### src/rtl/twdg_pkg.sv
package twdg_pkg;
    // Core clock rate
    localparam int CLK_MHZ = 20;
    // Window step sizes in microseconds
    localparam int FAST_STEP_US = 8;
    localparam int SLOW_STEP_US = 64;
    localparam int FAST_STEP_CYC = FAST_STEP_US * CLK_MHZ;
    localparam int SLOW_STEP_CYC = SLOW_STEP_US * CLK_MHZ;
    localparam int STEP_CNT_W = 11;
    // Timed reset state length
    localparam int TRESET_TIME_US = 1000;
    localparam int TRESET_CYC = TRESET_TIME_US * CLK_MHZ;
    localparam int TRESET_CNT_W = 15;
    // Window timer, counted in steps
    localparam int WIN_W = 8;
    localparam int TMR_W = WIN_W + 1;
    localparam logic [TMR_W-1:0] TMR_MAX = 9'h1FF;
    // Configuration reset values
    localparam logic [WIN_W-1:0] WIN_MIN_RST = 8'h10;
    localparam logic [WIN_W-1:0] WIN_DELTA_RST = 8'h20;
    localparam logic SLOW_RST = 1'b0;
    // Service codes
    localparam int CODE_W = 2;
    localparam logic [CODE_W-1:0] CODE_A = 2'h1;
    localparam logic [CODE_W-1:0] CODE_B = 2'h2;
    // One-hot watchdog states
    typedef enum logic [4:0] {
        ST_INITIAL = 5'h01,
        ST_RUN = 5'h02,
        ST_TEST = 5'h04,
        ST_TRESET = 5'h08,
        ST_OVERRIDE = 5'h10
    } twdg_state_t;
endpackage

### src/rtl/twdg_sync.sv
`timescale 1ns/1ps
module twdg_sync (
    input wire logic clock,
    input wire logic rst_n,
    input wire logic asyncIn,
    output logic syncOut
);
    logic meta_q; // First stage, read only by second
    logic meta_d;
    logic sync_q;
    logic sync_d;

    // Next values
    always_comb begin
        meta_d = asyncIn;
        sync_d = meta_q;
    end

    // Two flops against metastability
    always_ff @(posedge clock) begin
        if (!rst_n) begin
            meta_q <= 1'b0;
            sync_q <= 1'b0;
        end else begin
            meta_q <= meta_d;
            sync_q <= sync_d;
        end
    end

    assign syncOut = sync_q;
endmodule

### src/rtl/twdg_step.sv
`timescale 1ns/1ps
module twdg_step (
    input wire logic clock,
    input wire logic rst_n,
    input wire logic slowMode,
    input wire logic restart,
    output logic stepPulse
);
    import twdg_pkg::*;

    logic [STEP_CNT_W-1:0] cnt_q; // Cycles inside current step
    logic [STEP_CNT_W-1:0] cnt_d;
    logic [STEP_CNT_W-1:0] lastCnt; // Terminal count for mode
    logic pulse_q;
    logic pulse_d;

    // Divider next state; restart aligns steps to the timer clear
    always_comb begin
        lastCnt = slowMode ? STEP_CNT_W'(SLOW_STEP_CYC - 1) : STEP_CNT_W'(FAST_STEP_CYC - 1);
        pulse_d = 1'b0;
        if (restart) begin
            cnt_d = '0;
        end else if (cnt_q >= lastCnt) begin
            cnt_d = '0;
            pulse_d = 1'b1;
        end else begin
            cnt_d = cnt_q + STEP_CNT_W'(1);
        end
    end

    // Register divider
    always_ff @(posedge clock) begin
        if (!rst_n) begin
            cnt_q <= '0;
            pulse_q <= 1'b0;
        end else begin
            cnt_q <= cnt_d;
            pulse_q <= pulse_d;
        end
    end

    assign stepPulse = pulse_q;
endmodule

### src/rtl/twdg_temporal_watchdog.sv
`timescale 1ns/1ps
module twdg_temporal_watchdog #(
    parameter int RESET_CYCLES = twdg_pkg::TRESET_CYC
) (
    input wire logic clock,
    input wire logic rst_n,
    input wire logic stateMachineReset,
    input wire logic devInitState,
    input wire logic cfgWrite,
    input wire logic cfgSlowMode,
    input wire logic [twdg_pkg::WIN_W-1:0] cfgWinMin,
    input wire logic [twdg_pkg::WIN_W-1:0] cfgWinDelta,
    input wire logic serviceValid,
    input wire logic [twdg_pkg::CODE_W-1:0] serviceCode,
    input wire logic wdTestCommand,
    input wire logic watchdogDisablePin,
    output logic refreshAccepted,
    output logic windowError,
    output logic wdResetFlag,
    output logic wdTestIndicator,
    output logic armingLockoutLatch,
    output logic armEnable,
    output logic resetActive,
    output logic algoTestCmd,
    output logic [twdg_pkg::TMR_W-1:0] timerValue,
    output logic [4:0] stateOut
);
    import twdg_pkg::*;

    twdg_state_t state_q; // Watchdog state
    twdg_state_t state_d;
    logic [TMR_W-1:0] timer_q; // Window timer in steps
    logic [TMR_W-1:0] timer_d;
    logic [TRESET_CNT_W-1:0] rstCnt_q; // Timed reset counter
    logic [TRESET_CNT_W-1:0] rstCnt_d;
    logic haveA_q; // Code A seen this window
    logic haveA_d;
    logic haveB_q; // Code B seen this window
    logic haveB_d;
    logic slow_q; // Frozen timing config
    logic slow_d;
    logic [WIN_W-1:0] winMin_q;
    logic [WIN_W-1:0] winMin_d;
    logic [WIN_W-1:0] winDelta_q;
    logic [WIN_W-1:0] winDelta_d;
    logic wdr_q; // Sticky reset flag
    logic wdr_d;
    logic lock_q; // Sticky lockout latch
    logic lock_d;
    logic refresh_q;
    logic refresh_d;
    logic err_q;
    logic err_d;
    logic algo_q;
    logic algo_d;
    logic [TMR_W-1:0] winClose; // Last step inside window
    logic stepPulse;
    logic disableSync;
    logic codeOk; // Valid key seen this cycle
    logic earlyNow;
    logic lateNow;
    logic inWinNow;
    logic pairDone;
    logic supervised;
    logic errNow;

    // Slow and fast step generator, realigned at timer clear
    twdg_step stepGen (
        .clock(clock),
        .rst_n(rst_n),
        .slowMode(slow_q),
        .restart(timer_d == '0 && timer_q != '0),
        .stepPulse(stepPulse)
    );

    // Disable pin comes from outside the clock domain
    twdg_sync pinSync (
        .clock(clock),
        .rst_n(rst_n),
        .asyncIn(watchdogDisablePin),
        .syncOut(disableSync)
    );

    // Window decode and service classification
    always_comb begin
        winClose = TMR_W'(winMin_q) + TMR_W'(winDelta_q);
        codeOk = serviceValid && (serviceCode == CODE_A || serviceCode == CODE_B);
        earlyNow = timer_q < TMR_W'(winMin_q);
        lateNow = timer_q > winClose;
        inWinNow = !earlyNow && !lateNow;
        pairDone = codeOk && ((serviceCode == CODE_A && haveB_q)
            || (serviceCode == CODE_B && haveA_q));
        supervised = state_q == ST_RUN || state_q == ST_TEST;
        // Wrong keys never count; timeout alone also errs
        errNow = supervised && ((codeOk && !inWinNow) || lateNow);
    end

    // Main state machine and its counters
    always_comb begin
        state_d = state_q;
        timer_d = timer_q;
        rstCnt_d = '0;
        haveA_d = haveA_q;
        haveB_d = haveB_q;
        wdr_d = wdr_q;
        lock_d = lock_q;
        refresh_d = 1'b0;
        err_d = 1'b0;
        algo_d = wdTestCommand;
        case (state_q)
            ST_INITIAL: begin
                // No service needed; first valid code starts run
                timer_d = '0;
                if (wdTestCommand) begin
                    if (disableSync) begin
                        state_d = ST_OVERRIDE;
                    end
                end else if (codeOk) begin
                    state_d = ST_RUN;
                    haveA_d = serviceCode == CODE_A;
                    haveB_d = serviceCode == CODE_B;
                end
            end
            ST_RUN, ST_TEST: begin
                if (errNow) begin
                    // Error in test is expected, so no lockout
                    state_d = ST_TRESET;
                    err_d = 1'b1;
                    wdr_d = 1'b1;
                    if (state_q == ST_RUN) begin
                        lock_d = 1'b1;
                    end
                    haveA_d = 1'b0;
                    haveB_d = 1'b0;
                end else if (pairDone) begin
                    refresh_d = 1'b1;
                    timer_d = '0;
                    haveA_d = 1'b0;
                    haveB_d = 1'b0;
                end else begin
                    if (codeOk) begin
                        haveA_d = haveA_q || serviceCode == CODE_A;
                        haveB_d = haveB_q || serviceCode == CODE_B;
                    end
                    if (stepPulse && timer_q != TMR_MAX) begin
                        timer_d = timer_q + TMR_W'(1);
                    end
                    if (state_q == ST_RUN && wdTestCommand) begin
                        state_d = ST_TEST;
                    end
                end
            end
            ST_TRESET: begin
                // Fixed length, then back to run from zero
                timer_d = '0;
                if (rstCnt_q >= TRESET_CNT_W'(RESET_CYCLES - 1)) begin
                    state_d = ST_RUN;
                end else begin
                    rstCnt_d = rstCnt_q + TRESET_CNT_W'(1);
                end
            end
            ST_OVERRIDE: begin
                // Supervision off; test command ignored here
                timer_d = '0;
            end
            default: begin
                state_d = ST_INITIAL;
            end
        endcase
    end

    // Timing config, frozen once device leaves Init
    always_comb begin
        slow_d = slow_q;
        winMin_d = winMin_q;
        winDelta_d = winDelta_q;
        if (cfgWrite && devInitState) begin
            slow_d = cfgSlowMode;
            winMin_d = cfgWinMin;
            winDelta_d = cfgWinDelta;
        end
    end

    // Registers; state machine reset clears all but config
    always_ff @(posedge clock) begin
        if (!rst_n || stateMachineReset) begin
            state_q <= ST_INITIAL;
            timer_q <= '0;
            rstCnt_q <= '0;
            haveA_q <= 1'b0;
            haveB_q <= 1'b0;
            wdr_q <= 1'b0;
            lock_q <= 1'b0;
            refresh_q <= 1'b0;
            err_q <= 1'b0;
            algo_q <= 1'b0;
        end else begin
            state_q <= state_d;
            timer_q <= timer_d;
            rstCnt_q <= rstCnt_d;
            haveA_q <= haveA_d;
            haveB_q <= haveB_d;
            wdr_q <= wdr_d;
            lock_q <= lock_d;
            refresh_q <= refresh_d;
            err_q <= err_d;
            algo_q <= algo_d;
        end
    end

    // Config only follows the power-on reset
    always_ff @(posedge clock) begin
        if (!rst_n) begin
            slow_q <= SLOW_RST;
            winMin_q <= WIN_MIN_RST;
            winDelta_q <= WIN_DELTA_RST;
        end else begin
            slow_q <= slow_d;
            winMin_q <= winMin_d;
            winDelta_q <= winDelta_d;
        end
    end

    // Outputs; arming only in run or override and unlocked
    assign armEnable = (state_q == ST_RUN || state_q == ST_OVERRIDE) && !lock_q;
    assign wdTestIndicator = state_q == ST_TEST;
    assign resetActive = state_q == ST_TRESET;
    assign refreshAccepted = refresh_q;
    assign windowError = err_q;
    assign wdResetFlag = wdr_q;
    assign armingLockoutLatch = lock_q;
    assign algoTestCmd = algo_q;
    assign timerValue = timer_q;
    assign stateOut = state_q;
endmodule

### config.mk
export PLATFORM = sky130hd
export DESIGN_NAME = twdg_temporal_watchdog
export DESIGN_NICKNAME = d
export VERILOG_FILES = /design/src/rtl/twdg_pkg.sv /design/src/rtl/twdg_sync.sv /design/src/rtl/twdg_step.sv /design/src/rtl/twdg_temporal_watchdog.sv
export SDC_FILE = /design/constraint.sdc
export NUM_CORES = 1
export LEC_CHECK = 0
export ABC_AREA = 1
export CORE_MARGIN = 2
export CORE_UTILIZATION = 40
export CTS_CLUSTER_DIAMETER = 80
export CTS_CLUSTER_SIZE = 28
export DETAILED_ROUTE_END_ITERATION = 8
export DONT_BUFFER_PORTS = 1
export PLACE_DENSITY = 0.58
export SYNTH_ARGS = -nofsm -noshare
export SYNTH_HDL_FRONTEND = slang
export SYNTH_SLANG_ARGS = --single-unit
### constraint.sdc
create_clock -name clock -period 4 [get_ports clock]
set_input_delay 0.4 -clock clock [delete_from_list [all_inputs] [get_ports clock]]
set_output_delay 0.4 -clock clock [all_outputs]
set_load 0.02 [all_outputs]
[Yosys cells after proc, flatten, opt, wreduce, memory -nomap -nowiden]
Index checks and enable logic that the tools add are counted.
Operators by class
  $add $sub $neg: 4
  order comparisons: 4
  equality and inequality tests: 16
  multiplexer cells: 28
  bitwise logic cells: 4
  reductions and logical operators: 39
Operators with widths (number)
  5-bit two-way mux: 7
  9-bit two-way mux: 3
  5-bit one-hot mux with 4 select lines: 1
  9-bit one-hot mux with 2 select lines: 1
  15-bit by 1-bit adder with 15-bit output, second input constant: 1
  15-bit greater-or-equal comparator, second input constant: 1
  1-bit two-way mux: 13
  1-bit logical AND: 12
  3-bit OR reduction: 4
  11-bit by 1-bit adder with 11-bit output, second input constant: 1
  11-bit greater-or-equal comparator: 1
  11-bit two-way mux: 1
  8-bit by 8-bit adder with 9-bit output: 1
  9-bit by 1-bit adder with 9-bit output, second input constant: 1
  9-bit greater-than comparator: 1
  9-bit zero test: 1
  9-bit by 8-bit less-than comparator with 1-bit output: 1
  3-bit inequality test, second input constant: 3
  9-bit inequality test, second input constant: 1
  9-bit nonzero test: 1
  1-bit logical OR: 8
  6-bit AND reduction: 1
  2-bit OR reduction: 3
  5-bit by 1-bit equality test with 1-bit output, second input constant: 1
  other kinds (17): 26
Storage, ports and cells
  flip-flop bits (word level): 67
  input bits: 27
  output and inout port bits: 22

[Depth between registers and ports, before layout]
  depth after elaboration: 13
  mapped depth: 27
  mapped depth without buffers: 26

[Cells and area by module]
From an unflattened synthesis, not the netlist that was laid out.
Unflattened totals
  cells, all modules: 597
  area total of the unflattened synthesis: 4200.3 sq um
Modules (own cells, without submodules)
  twdg_temporal_watchdog: times used 1, cells each 505, area an instance 3519.6 sq um, seq. area each 1061.0 sq um
  twdg_step: times used 1, cells each 86, area an instance 625.6 sq um, seq. area each 240.2 sq um
  twdg_sync: times used 1, cells each 6, area an instance 55.1 sq um, seq. area each 40.0 sq um

[Worst setup path after synthesis]
No wires, ideal clock.
  path kind: reg-to-reg
  start: reg winMin_q[0]
  end: reg stepGen.cnt_q[5]
  library setup time: 0.117 ns
  data arrival time: 3.261 ns
  path slack: 0.622 ns
  cell stages (with the launch flop): 27
  path buffers: 2
  clock period less this slack: 3.378 ns
  path through: dfxtp_1 ha_1 inv_1 fa_1 o21ai_0 a21oi_1 o21ai_0 a21o_1 a21oi_1 ha_1 nand2_1 nor2_1 nand3b_1 nand3_1 nand2_1 nand2_2 buf_6 nor2_4 nand2_1 nand3_1 nor2_1 nand2_1 nor2_1 nand2_1 nand3_2 buf_6 nor2_1
On the way
  cells in the longest elaborated chain, start to end: 13
Ends and longest elaborated chain
  from (decl): line twdg_temporal_watchdog.sv:42  | logic [WIN_W-1:0] winMin_q;
  from (signal assigned): line twdg_temporal_watchdog.sv:219  | winMin_q <= winMin_d;
  8-bit by 8-bit adder with 9-bit output: line twdg_temporal_watchdog.sv:86  | winClose = TMR_W'(winMin_q) + TMR_W'(winDelta_q);
  9-bit greater-than comparator: line twdg_temporal_watchdog.sv:89  | lateNow = timer_q > winClose;
  1-bit zero test: line twdg_temporal_watchdog.sv:90  | inWinNow = !earlyNow && !lateNow;
  1-bit logical AND: line twdg_temporal_watchdog.sv:90
  1-bit zero test: line twdg_temporal_watchdog.sv:95  | errNow = supervised && ((codeOk && !inWinNow) || lateNow);
  1-bit logical AND: line twdg_temporal_watchdog.sv:95
  1-bit logical OR *: line twdg_temporal_watchdog.sv:95
  1-bit logical AND *: line twdg_temporal_watchdog.sv:95
  9-bit two-way mux *: line twdg_temporal_watchdog.sv:125  | if (errNow) begin
  9-bit one-hot mux with 2 select lines *: line twdg_temporal_watchdog.sv:110  | case (state_q)
  9-bit zero test *: line twdg_temporal_watchdog.sv:72  | .restart(timer_d == '0 && timer_q != '0),
  1-bit logical AND *: line twdg_temporal_watchdog.sv:72
  3-bit OR reduction (no line) *
  to (signal assigned): line twdg_step.sv:37  | cnt_q <= cnt_d;
  to (decl): line twdg_step.sv:11  | logic [STEP_CNT_W-1:0] cnt_q;
Every way passes the cells marked *; elsewhere a longest branch is shown, timed or not.
A chain may end at the register's enable or synchronous reset.

[Worst setup path after layout]
  start: reg winMin_q[0]
  end: reg stepGen.cnt_q[10]
Same word-level chain as after synthesis.

==> reports/summary.txt <==
Outcome: completed
Vias per std cell: 4.93
Overflow after GRT: 0
FF+latch count, synth: 67
Final design utilization: 0.445
Slew headroom: 0.565
Core area: 9640 sq um
Met2 usage: 0.275
Worst VDD drop: 0.168 mV
Die width: 103 microns
Grt met1 use: 0.216
Num CTS Buffers: 9
Async SR Flop Fraction: 0
EDFF count, synth: 0
Pin count of the biggest net entering global routing: 26
Worst Path Max Fanout: 11
Worst-margin pin slew: 0.650 ns
Port Buffers: 0
Post-route DRC: 0
Syn Inst Count: 549
Final hold viol count: 0
WP data arrival: 3.92 ns
Commonest cells after routing, fill and taps aside: nand2_1, nor2_1, inv_1
Critical path endpoint category: flop
Fin crit period: 3.63 ns
Min-Delay Path Class: input pin to flop
Yosys warning count: 0
Hold WS: 0.141 ns
Iter 0 DRT Violations: 147
Netlist cell types: 37
Sequential share of the synthesized area: 0.343
Starting Density: 0.406
Layer with the highest usage: met2
First-pass DRT Iterations: 4
Clock sink count: 67
Max Slew Vio Count: 0
Fillers: 1000
DP HPWL: 6440 microns
First-pass GRT wire length: 14200 microns
Final setup fails: 0
DP Area: 4020 sq um
Synthesized cell area: 3910 sq um
Worst Path Required: 4.29 ns
Met3 Use GR: 0.0495
Number of I/O pins: 49
Initial antenna violation count: 0
CP Launch Type: flop
RSZ-0062 raised after global routing: no
Clock root cell: clkbuf_8
Syn_nets: 611
Final ANT Viol Nets: 0
WL per Instance: 12.4 microns
Area grow syn2layout: 9.76%
Gr usage total: 0.172
Routability congestion estimate from global placement: 0.913
PwrDens: 351 nW/um^2
Vias: 3416
Max Clock Freq: 0.276 GHz
Commonest non-fill, non-tap cell in the layout: nand2_1
Critical path type: flop to flop
CTS tree: done
Syn avg cell area: 7.12 sq um
Post-synth top flop: dfxtp_1
Fraction of layout cells with a size suffix above 1: 0.0625
# diodes: 0
CTS H-tree depth: 3
Leakage dissipation: 1.92 nW
Max clock buf depth: 2
Layout Nets: 617
Clk_skew: 0.0113 ns
Die Area: 10600 sq um
CTS hold repair buffers: 0
Number of cell rows: 36
Part of the cycle the worst path needs: 0.907
Max-cap viol count: 0
Clk_lat worst skew: 0.36 ns
Clock-pin slew on the worst setup and hold paths: 0.07 ns
Die Ht: 103 microns
Total Wirelength: 8620 microns
Post-route cell area: 4290 sq um
Vias in the first global route: 3155
metal layers:
metal  up-vias  share of wire  wire length, microns
li1       1805              -                     -
met3        11          0.079                   685
met2        99           0.44                  3830
met5         -              0                     0
met1      1501           0.46                  3980
met4         0          0.014                   119
what timing repair did:
item / in CTS / in global routing
pin swaps: 0 / 4
buffers inserted: 0 / 4
gates resized for setup: 1 / 6
setup endpoints to repair: 11 / 17
state kept, by name (all words and copies together), names as in the netlist:
name and count:
stepGen.cnt_q 11, timerValue 9, stepGen.stepPulse 1, rstCnt_q 15, slow_q 1, armingLockoutLatch 1, haveB_q 1, winMin_q 8
wdResetFlag 1, haveA_q 1, refreshAccepted 1, windowError 1, winDelta_q 8, algoTestCmd 1, stateOut 5, pinSync.meta_q 1
pinSync.syncOut 1
Yosys cell counts (all sizes together) (7+ instances only):
library cell / n / share of area
a21oi: 30 / 0.038
dfxtp: 67 / 0.34
ha: 34 / 0.11
inv: 73 / 0.070
nand2: 102 / 0.10
nand3: 38 / 0.051
nand4: 10 / 0.016
nor2: 88 / 0.089
nor3: 8 / 0.010
nor3b: 7 / 0.015
o21ai: 32 / 0.041
xnor2: 8 / 0.018
xor2: 16 / 0.036
path summary, 6_finish.rpt:
path | start | end | slack [ns] | depth (start not counted)
worst max-delay path | winMin_q[0] | stepGen.cnt_q[10] | 0.37 | 24
worst min-delay path | rst_n | winDelta_q[5] | 0.14 | 1
worst max register to register | winMin_q[0] | stepGen.cnt_q[10] | 0.37 | 24
worst min register to register | pinSync.meta_q | pinSync.syncOut | 0.43 | 2
worst max-delay path, cell delays in order (launching register included):
cell and delay, ns:
dfxtp_1 0.37, ha_1 0.18, inv_1 0.05, fa_1 0.42, o21ai_2 0.15, a21oi_1 0.08
o21ai_1 0.20, a21o_1 0.14, a21oi_1 0.06, ha_1 0.29, a21o_1 0.16, nor2_1 0.11
nand3_1 0.08, nand2_1 0.10, nand2_4 0.10, buf_4 0.16, nor2_4 0.16, nand2_1 0.10
nand3_1 0.10, nor2_1 0.04, nand2_1 0.06, nor2_1 0.05, nand2_1 0.13, nand3_4 0.15
nor2_1 0.13
area by class of cell:
| class | count | area (sq um) | area share |
|---|---|---|---|
| Clock inverter | 6 | 87.6 | 0.0204 |
| Tap cell | 133 | 166 | 0.0388 |
| Sequential cell | 67 | 1340 | 0.312 |
| Clock buffer | 10 | 128 | 0.0297 |
| Inverter | 76 | 285 | 0.0665 |
| Timing Repair Buffer | 5 | 37.5 | 0.00874 |
| Multi-Input combinational cell | 396 | 2250 | 0.523 |
kinds of logic (layout without fill, tap and decap cells):
logic type | after synthesis | after routing | share of synthesized area
buffers and inverters | 86 | 97 | 0.0886
adder cells (fa/ha/maj) | 35 | 35 | 0.114
AO/OA/AOI/OAI | 80 | 80 | 0.112
XOR/XNOR | 24 | 24 | 0.0537
flip-flops | 67 | 67 | 0.343
AND/OR/NAND/NOR | 257 | 257 | 0.289
power by group:
group / leakage, nW / total [W] / internal [W] / switching (W)
Sequential: 0.545 / 0.000704 / 0.000687 / 0.0000171
Clock: 0.111 / 0.000629 / 0.000352 / 0.000277
Combinational: 1.26 / 0.000173 / 0.0000640 / 0.000109
Total: 1.92 / 0.00151 / 0.00110 / 0.000403
per-stage QoR:
stage	setup TNS [ns]	instances	worst slack, ns	total power (W)
2_1_floorplan	0	549	0.622	0.000856
3_3_place_gp	0	673	0.120	0.000881
3_5_place_dp	-0.107	673	-0.0185	0.000885
4_1_cts	0	689	0.0407	0.00152
5_1_grt	0	693	0.00817	0.00158
6_report	0	693	0.372	0.00151
No activity file was read; power rests on OpenSTA's default activity.
